$ cat src/verilog/rx_queue_pkg.sv
`default_nettype none
package rx_queue_pkg;
	// register byte offsets
	localparam logic [11:0] OFS_SETUP = 12'h000;
	localparam logic [11:0] OFS_CONFIG = 12'h004;
	localparam logic [11:0] OFS_STATUS = 12'h008;
	localparam logic [11:0] OFS_IRQ_STATUS = 12'h00C;
	localparam logic [11:0] OFS_IRQ_ENABLE = 12'h010;
	localparam logic [11:0] OFS_IRQ_CLEAR = 12'h014;
	// rx_queue_config fields
	localparam int FLUSH_BIT = 7;
	localparam int CMP_SEL_BIT = 6;
	localparam int THR_LSB = 0;
	// queue_setup fields
	localparam int ENABLE_BIT = 0;
	localparam int DUPLEX_LSB = 1;
	// duplex modes in queue_setup[2:1]
	localparam logic [1:0] DPX_HALF_RX = 2'h0;
	localparam logic [1:0] DPX_HALF_TX = 2'h1;
	localparam logic [1:0] DPX_FULL = 2'h2;
	// queue sizes
	localparam logic [2:0] SIZE_HALF = 3'h4;
	localparam logic [2:0] SIZE_FULL = 3'h2;
	// threshold codes
	localparam logic [1:0] THR_CODE_MAX = 2'h0;
	localparam logic [1:0] THR_CODE_ONE = 2'h1;
	localparam logic [1:0] THR_CODE_MID = 2'h3;
	localparam logic [2:0] THR_HALF_MAX = 3'h4;
	localparam logic [2:0] THR_FULL_MAX = 3'h2;
	localparam logic [2:0] THR_ONE = 3'h1;
	localparam logic [2:0] THR_HALF_MID = 3'h3;
	// irq status bits
	localparam int IRQ_RX_BIT = 0;
	localparam int IRQ_OVF_BIT = 1;
	localparam logic [7:0] RESET_BYTE = 8'h00;
endpackage : rx_queue_pkg
`default_nettype wire

$ cat src/verilog/serial_rx_fifo_config.sv
// Contract
// transmit queue always offers full configured depth; tx_capacity here is 0 when disabled or in DPX_HALF_RX
// software avoids queues in 9-bit mode
// flush empties queue, count zero, reads zero
// compare select: equal or at-least threshold
// threshold code decodes by duplex mode
// software: duplex, enable, then flush
// queue sizes follow duplex when enabled
// unused bits read zero, fields reset zero
//
// Design decisions made here: the register addresses and register access over APB.
`timescale 1ns/10ps
`default_nettype none
module serial_rx_fifo_config (
	input wire logic pclk, // clock
	input wire logic presetn, // async reset, low
	input wire logic psel, // apb select
	input wire logic penable, // apb enable
	input wire logic pwrite, // apb direction
	input wire logic [11:0] paddr, // apb byte address
	input wire logic [31:0] pwdata, // apb write data
	output logic [31:0] prdata, // apb read data
	output logic pready, // apb ready
	output logic pslverr, // apb error
	input wire logic rx_push, // received byte strobe
	input wire logic [7:0] rx_byte, // received byte
	input wire logic rx_pop, // consumer pop strobe
	output logic [7:0] rx_head, // byte at read pointer
	output logic rx_nonempty, // queue holds data
	output logic [2:0] tx_capacity, // usable transmit depth
	output logic rx_irq_cond, // threshold condition
	output logic irq // interrupt level
);
	// whole block state in one struct
	// queue store is four byte flops, indexed by the pointers
	typedef struct packed {
		logic [7:0] mem0;
		logic [7:0] mem1;
		logic [7:0] mem2;
		logic [7:0] mem3;
		logic [1:0] rd_ptr;
		logic [1:0] wr_ptr;
		logic [2:0] count;
		logic queue_enable;
		logic [1:0] duplex;
		logic cmp_sel;
		logic [1:0] thr;
		logic [1:0] irq_status;
		logic [1:0] irq_enable;
		logic cond_prev;
		logic [31:0] rdata;
		logic err;
		// high in the second access cycle; read data is a flop by then
		logic ack;
	} state_t;
	state_t s_q, s_d;
	logic [2:0] depth;
	logic [2:0] level;
	logic cond;
	logic acc_first;
	logic wr_acc;
	logic rd_acc;
	logic do_push;
	logic do_pop;
	////////////////////////////////////////////////////////////////
	function automatic logic [2:0] decode_thr(input logic [1:0] code, input logic full);
		logic [2:0] v;
		v = rx_queue_pkg::THR_ONE;
		case (code)
			rx_queue_pkg::THR_CODE_MAX: v = full ? rx_queue_pkg::THR_FULL_MAX
				: rx_queue_pkg::THR_HALF_MAX;
			rx_queue_pkg::THR_CODE_ONE: v = rx_queue_pkg::THR_ONE;
			rx_queue_pkg::THR_CODE_MID: v = full ? rx_queue_pkg::THR_ONE
				: rx_queue_pkg::THR_HALF_MID;
			// code 10 undefined: treated as one byte
			default: v = rx_queue_pkg::THR_ONE;
		endcase
		return v;
	endfunction : decode_thr
	function automatic logic [1:0] ptr_next(input logic [1:0] p, input logic [2:0] d);
		return ({1'b0, p} + 3'h1 >= d) ? 2'h0 : p + 2'h1;
	endfunction : ptr_next
	function automatic logic is_full(input logic [1:0] dpx);
		return dpx == rx_queue_pkg::DPX_FULL;
	endfunction : is_full
	// full duplex halves both queues; half duplex gives 4 bytes to rx, and to tx unless DPX_HALF_RX
	function automatic logic [2:0] queue_depth(input logic [1:0] dpx);
		logic [2:0] n;
		n = rx_queue_pkg::SIZE_HALF;
		if (is_full(dpx))
			n = rx_queue_pkg::SIZE_FULL;
		return n;
	endfunction : queue_depth
	// one decoder for both directions keeps the error map consistent
	function automatic logic addr_mapped(input logic [11:0] a);
		logic hit;
		hit = 1'b0;
		case (a)
			rx_queue_pkg::OFS_SETUP,
			rx_queue_pkg::OFS_CONFIG,
			rx_queue_pkg::OFS_STATUS,
			rx_queue_pkg::OFS_IRQ_STATUS,
			rx_queue_pkg::OFS_IRQ_ENABLE,
			rx_queue_pkg::OFS_IRQ_CLEAR: hit = 1'b1;
			default: hit = 1'b0;
		endcase
		return hit;
	endfunction : addr_mapped
	////////////////////////////////////////////////////////////////
	always_comb
	begin
		depth = queue_depth(s_q.duplex);
		// tx depth is never cut by receive threshold settings
		tx_capacity = !s_q.queue_enable ? 3'h0 :
			(s_q.duplex == rx_queue_pkg::DPX_HALF_RX) ? 3'h0 : depth;
		level = decode_thr(s_q.thr, is_full(s_q.duplex));
		cond = s_q.queue_enable && (s_q.cmp_sel ? (s_q.count >= level)
			: (s_q.count == level));
		// first access cycle loads read data, second one answers and commits
		acc_first = psel && penable && !s_q.ack;
		wr_acc = psel && penable && pwrite && s_q.ack;
		rd_acc = acc_first && !pwrite;
		do_push = rx_push && s_q.queue_enable && (s_q.count < depth);
		do_pop = rx_pop && (s_q.count != 3'h0);
		s_d = s_q;
		s_d.err = 1'b0;
		s_d.ack = acc_first;
		// error flop lines up with pready for writes and reads alike
		if (acc_first && !addr_mapped(paddr))
			s_d.err = 1'b1;
		s_d.cond_prev = cond;
		if (do_push)
		begin
			case (s_q.wr_ptr)
				2'h0: s_d.mem0 = rx_byte;
				2'h1: s_d.mem1 = rx_byte;
				2'h2: s_d.mem2 = rx_byte;
				default: s_d.mem3 = rx_byte;
			endcase
			s_d.wr_ptr = ptr_next(s_q.wr_ptr, depth);
		end
		if (do_pop)
			s_d.rd_ptr = ptr_next(s_q.rd_ptr, depth);
		s_d.count = s_q.count + (do_push ? 3'h1 : 3'h0) - (do_pop ? 3'h1 : 3'h0);
		// rising condition edge is the interrupt event; set wins over clear
		if (rx_push && s_q.queue_enable && !do_push)
			s_d.irq_status[rx_queue_pkg::IRQ_OVF_BIT] = 1'b1;
		s_d.rdata = 32'h00000000;
		if (rd_acc)
		begin
			case (paddr)
				rx_queue_pkg::OFS_SETUP: s_d.rdata = {29'h0, s_q.duplex, s_q.queue_enable};
				// flush bit and bits 5..2 read zero
				rx_queue_pkg::OFS_CONFIG: s_d.rdata = {24'h0, 1'b0, s_q.cmp_sel,
					4'h0, s_q.thr};
				rx_queue_pkg::OFS_STATUS: s_d.rdata = {29'h0, s_q.count};
				rx_queue_pkg::OFS_IRQ_STATUS: s_d.rdata = {30'h0, s_q.irq_status};
				rx_queue_pkg::OFS_IRQ_ENABLE: s_d.rdata = {30'h0, s_q.irq_enable};
				rx_queue_pkg::OFS_IRQ_CLEAR: s_d.rdata = 32'h00000000;
				default: s_d.err = 1'b1;
			endcase
		end
		if (wr_acc)
		begin
			case (paddr)
				rx_queue_pkg::OFS_SETUP:
				begin
					s_d.queue_enable = pwdata[rx_queue_pkg::ENABLE_BIT];
					s_d.duplex = pwdata[rx_queue_pkg::DUPLEX_LSB +: 2];
				end
				rx_queue_pkg::OFS_CONFIG:
				begin
					s_d.cmp_sel = pwdata[rx_queue_pkg::CMP_SEL_BIT];
					s_d.thr = pwdata[rx_queue_pkg::THR_LSB +: 2];
					if (pwdata[rx_queue_pkg::FLUSH_BIT])
					begin
						// flush overrides a push in the same cycle
						s_d.count = 3'h0;
						s_d.rd_ptr = 2'h0;
						s_d.wr_ptr = 2'h0;
					end
				end
				rx_queue_pkg::OFS_IRQ_ENABLE: s_d.irq_enable = pwdata[1:0];
				rx_queue_pkg::OFS_IRQ_CLEAR: s_d.irq_status = s_q.irq_status & ~pwdata[1:0];
				rx_queue_pkg::OFS_STATUS, rx_queue_pkg::OFS_IRQ_STATUS: ;
				// unmapped writes already flagged in the first access cycle
				default: ;
			endcase
		end
		if (cond && !s_q.cond_prev)
			s_d.irq_status[rx_queue_pkg::IRQ_RX_BIT] = 1'b1;
		if (rx_push && s_q.queue_enable && !do_push)
			s_d.irq_status[rx_queue_pkg::IRQ_OVF_BIT] = 1'b1;
	end
	////////////////////////////////////////////////////////////////
	always_ff @(posedge pclk or negedge presetn)
	begin
		if (!presetn)
			s_q <= '0;
		else
			s_q <= s_d;
	end
	always_comb
	begin
		case (s_q.rd_ptr)
			2'h0: rx_head = s_q.mem0;
			2'h1: rx_head = s_q.mem1;
			2'h2: rx_head = s_q.mem2;
			default: rx_head = s_q.mem3;
		endcase
	end
	// one wait state: read data comes from a flip-flop
	// costs a cycle per access, but keeps prdata glitch free
	assign pready = s_q.ack;
	assign prdata = s_q.rdata;
	assign pslverr = s_q.err;
	assign rx_nonempty = s_q.count != 3'h0;
	assign rx_irq_cond = s_q.cond_prev;
	assign irq = |(s_q.irq_status & s_q.irq_enable);
endmodule : serial_rx_fifo_config
`default_nettype wire

$ cat config.mk
export PLATFORM = sky130hd
export DESIGN_NAME = serial_rx_fifo_config
export DESIGN_NICKNAME = d
export VERILOG_FILES = /design/src/verilog/rx_queue_pkg.sv /design/src/verilog/serial_rx_fifo_config.sv
export SDC_FILE = /design/constraint.sdc
export NUM_CORES = 1
export LEC_CHECK = 0
export BUFFER_PORTS_ARGS = -buffer_cell sky130_fd_sc_hd__buf_4
export CAP_MARGIN = 20
export CELL_PAD_IN_SITES_DETAIL_PLACEMENT = 1
export CELL_PAD_IN_SITES_GLOBAL_PLACEMENT = 2
export CORE_UTILIZATION = 31
export CTS_CLUSTER_SIZE = 28
export DETAILED_ROUTE_END_ITERATION = 10
export GPL_TIMING_DRIVEN = 1
export HOLD_SLACK_MARGIN = 0.02
export PLACE_DENSITY = 0.83
export SYNTH_ARGS = -nofsm -noshare
export SYNTH_HDL_FRONTEND = slang
export SYNTH_SLANG_ARGS = --single-unit
$ cat constraint.sdc
create_clock -name pclk -period 3.3 [get_ports pclk]
set_input_delay 0.495 -clock pclk [delete_from_list [all_inputs] [get_ports pclk]]
set_output_delay 0.495 -clock pclk [all_outputs]
set_load 0.02 [all_outputs]
### Word-level counts from Yosys, hierarchy flattened

Cells that the tools add are included.

* $lt $le $gt $ge: 4
* bitwise gates (word level): 4
* muxes and demuxes: 28
* add/sub/neg operators: 6
* equal/unequal tests: 12
* reductions and logical operators: 36

Operators with widths (number)
* case mux 7 bit (5 select lines): 1
* equality test 12 x 4 -> 1 bit (second input constant): 2
* equality test 12 x 5 -> 1 bit (second input constant): 2
* case mux 8 bit (3 select lines): 1
* 2-to-1 mux 17 bit: 1
* AND reduction 2 bit: 8
* 2-to-1 mux 3 bit: 5
* 2-to-1 mux 2 bit: 7
* 2-to-1 mux 7 bit: 2
* equality test 12 x 3 -> 1 bit (second input constant): 1
* logical AND 1 bit: 12
* logical NOT 12 bit: 1
* >= comparator 3 bit: 3
* 2-to-1 mux 1 bit: 9
* equality test 2 bit (second input constant): 4
* logical NOT 2 bit: 4
* 2-to-1 mux 8 bit: 1
* adder 2 x 1 -> 3 bit (second input constant): 2
* case mux 3 bit (2 select lines): 1
* OR reduction 6 bit: 1
* logical NOT 1 bit: 5
* adder 2 x 1 -> 2 bit (second input constant): 2
* bitwise AND 2 bit: 2
* equality test 2 x 1 -> 1 bit (second input constant): 2
* other kinds (10): 11

* register bits after elaboration: 84
* input bits: 59
* word-level logic and storage cells: 108
* output and inout port bits: 48

### Longest topological paths before layout

* depth after elaboration: 11
* gate-level depth with buffers: 12
* depth with buffers taken out: 11

### Worst setup path before layout

OpenSTA, ideal clock, no wires.

* path type: flip-flop to flip-flop
* start: reg s_q[43] (netlist name)
* end: reg s_q[47] (netlist name)
* buffers on the path: 1
* setup time: 0.134 ns
* arrival time: 2.452 ns
* required time: 3.166 ns
* period minus slack after synthesis: 2.586 ns
* cell stages (with the launch flop): 13
* path slack: 0.714 ns
* cell sequence: dfrtp_1 -> nor2b_1 -> clkbuf_1 -> a211oi_1 -> inv_1 -> ha_1 -> inv_1 -> ha_1 -> inv_1 -> fa_1 -> xor2_1 -> xnor2_1 -> nor2_1

RTL lines
* start, declared: line serial_rx_fifo_config.sv:56 `state_t s_q, s_d;`
* start signal, assigned: line serial_rx_fifo_config.sv:199 `s_q <= '0;`
* start signal, assigned: line serial_rx_fifo_config.sv:201 `s_q <= s_d;`

==> flow_summary.json <==
{
  "p_leak_nw": 1.82,
  "fillers": 1104,
  "critPathKind": "flip-flop to flip-flop",
  "syn_area_per_cell_sq_um": 11.3,
  "arrival_ns": 2.68,
  "synth_area_sq_um": 3180,
  "cts_buffers": 5,
  "final_common_cell": "dfrtp_1",
  "ios": 107,
  "gp_congestion": 0.812,
  "grt_usage": 0.138,
  "yosysUniqueCellTypes": 41,
  "ir_worst_vdd_uv": 182,
  "synth.ff_latch_count": 56,
  "num_antenna_cells": 0,
  "postRouteAntennaNets": 0,
  "routedWlPerCell_um": 14.6,
  "drive_gt1_frac": 0.330,
  "rsz0062_at_grt": "no",
  "synth_ff_type": "dfrtp_1",
  "drc": 0,
  "multi_input_area_sq_um": 1510,
  "grt_pass1_wl_um": 11400,
  "hold_buffers": 0,
  "cp.required_ns": 3.49,
  "slew_viol_final": 0,
  "powerDensity_nw_per_um2": 434,
  "core-area_sq_um": 9860,
  "grt_pass1_vias": 2328,
  "place_inst": 455,
  "viasPerCell": 4.68,
  "status": "finished, final reports clean",
  "vias": 2169,
  "grt_max_degree": 57,
  "layout.cells.non_filler": 463,
  "cts.clk_slew.worst_paths_ns": 0.11,
  "power_mw": 1.59,
  "seq_area_sq_um": 1400,
  "rows": 36,
  "clock_path_buffers": 2,
  "wl_um": 6770,
  "fin_tns_setup_ns": 0,
  "first_pass_iters": 5,
  "cts_setup_buffers": 0,
  "die_area_sq_um": 10700,
  "cts.htree.levels": 2,
  "hp-class": "input pin to async pin",
  "post-route-period-util": 0.754,
  "die_x_um": 103,
  "cts.repair.resized": 0,
  "slew-limit-headroom": 0.511,
  "start_util": 0.322,
  "fin_nets": 406,
  "period_needed_ns": 2.49,
  "placed_area_sq_um": 3560,
  "fmax_mhz": 402,
  "die_h_um": 103,
  "cts_tree": "done",
  "critPathLaunchType": "flip-flop",
  "io_buffers": 50,
  "cts.sinks": 56,
  "path_max_fanout": 6,
  "stdcell_area_sq_um": 3660,
  "area_growth_syn_to_layout_pct": 15.2,
  "finalHoldViolCount": 0,
  "ys_seq_area_frac": 0.441,
  "syn_inst": 282,
  "worst_pin_slew_ns": 0.733,
  "synth_edf_count": 0,
  "grt.overflow.total": 0,
  "finalSetupViolCount": 0,
  "fin_skew_ns": 0.0143,
  "clk_latency_ns": 0.32,
  "layout_common_cells": "dfrtp_1, buf_4, mux2_2",
  "ys.warnings.count": 0,
  "synthArstFlopShare": 1.00,
  "hpwl_um": 5140,
  "cts_root_buffer": "clkbuf_8",
  "drt_iter0_markers": 55,
  "setup.worst_path.end_class": "flip-flop",
  "cap_violations": 0,
  "antenna_found_initial": 0
}
==> routing by layer <==
layer  global-route usage  routed length (um)  up-vias
met5                    0                   0        -
met4               0.0325                  68        0
met3               0.0228                 253        9
met2                0.251                3510       61
met1                0.171                2940     1086
li1                     -                   -     1013
==> layout make-up <==
class                   count  area share
multi-input cells         188       0.412
flip-flops and latches     56       0.383
repair buffers             52       0.107
well taps                 133      0.0455
inverters                  26      0.0267
clock buffers               5      0.0188
clock inverters             3     0.00684
==> stage by stage <==
| step | hold slack, ns | setup WS, ns | util |
|---|---|---|---|
| detailed placement | 0.497 | 0.739 | 0.361 |
| floorplan | 0.199 | 0.714 | - |
| finish | 0.218 | 0.811 | 0.371 |
| CTS | 0.250 | 0.768 | 0.371 |
| global placement | 0.486 | 0.781 | 0.361 |
| global route | 0.278 | 0.584 | 0.371 |
==> worst max-delay path, cell delays in order (launching register included) <==
cell	delay (ns)
dfrtp_1	0.48
or3_1	0.43
nand2_1	0.12
inv_1	0.08
ha_1	0.29
inv_1	0.05
ha_1	0.13
inv_1	0.04
fa_1	0.37
xor2_1	0.16
xnor2_1	0.16
nor2_1	0.05
==> sequential cells by signal (all words and copies together) (netlist names) <==
signal,cells
s_q,49
rx_irq_cond,1
pslverr,1
prdata,4
pready,1
==> cells by family (layout without fill, tap and decap cells) <==
kind of cell,Yosys count,in the layout,synth area share
xor gates and xnor gates,2,2,0.00551
muxes,53,53,0.187
AOI/OAI and AO/OA,29,29,0.0737
and+or+nand+nor,55,55,0.0953
other,1,29,0.00118
adders and majority gates,20,20,0.0796
DFF,56,56,0.441
buffers and inverters,66,86,0.117
==> report_power, final <==
part | switching, mW | internal, mW | total (mW)
combinational | 0.252 | 0.166 | 0.418
clock | 0.245 | 0.155 | 0.401
sequential | 0.0498 | 0.721 | 0.771
total | 0.547 | 1.04 | 1.59
==> Yosys cell counts, types with 3 or more instances <==
library cell,instances,area (sq um)
dfrtp_1,56,1400
nand2_1,17,63.8
buf_4,33,248
mux2_4,3,45.0
inv_1,26,97.6
a222oi_1,8,80.1
nand3_1,3,15.0
o2bb2ai_1,3,26.3
or3_1,5,31.3
clkbuf_1,7,26.3
nor3_1,5,25.0
nor2b_1,5,31.3
a21oi_1,4,20.0
ha_1,17,213
nor2_1,6,22.5
mux2i_1,12,120
mux2_2,38,428
==> worst paths after layout <==
path,startpoint,end,slack (ns),cells after the start
max,s_q[47],s_q[47],0.81,11
min,presetn,s_q[57],0.22,1
max reg2reg,s_q[47],s_q[47],0.81,11
min reg2reg,s_q[57],s_q[57],0.52,1
max in group asynchronous,presetn,prdata[0],2.58,1
min in group pclk,pwdata[2],s_q[43],0.40,2
Power figures use the tool's default switching activity.
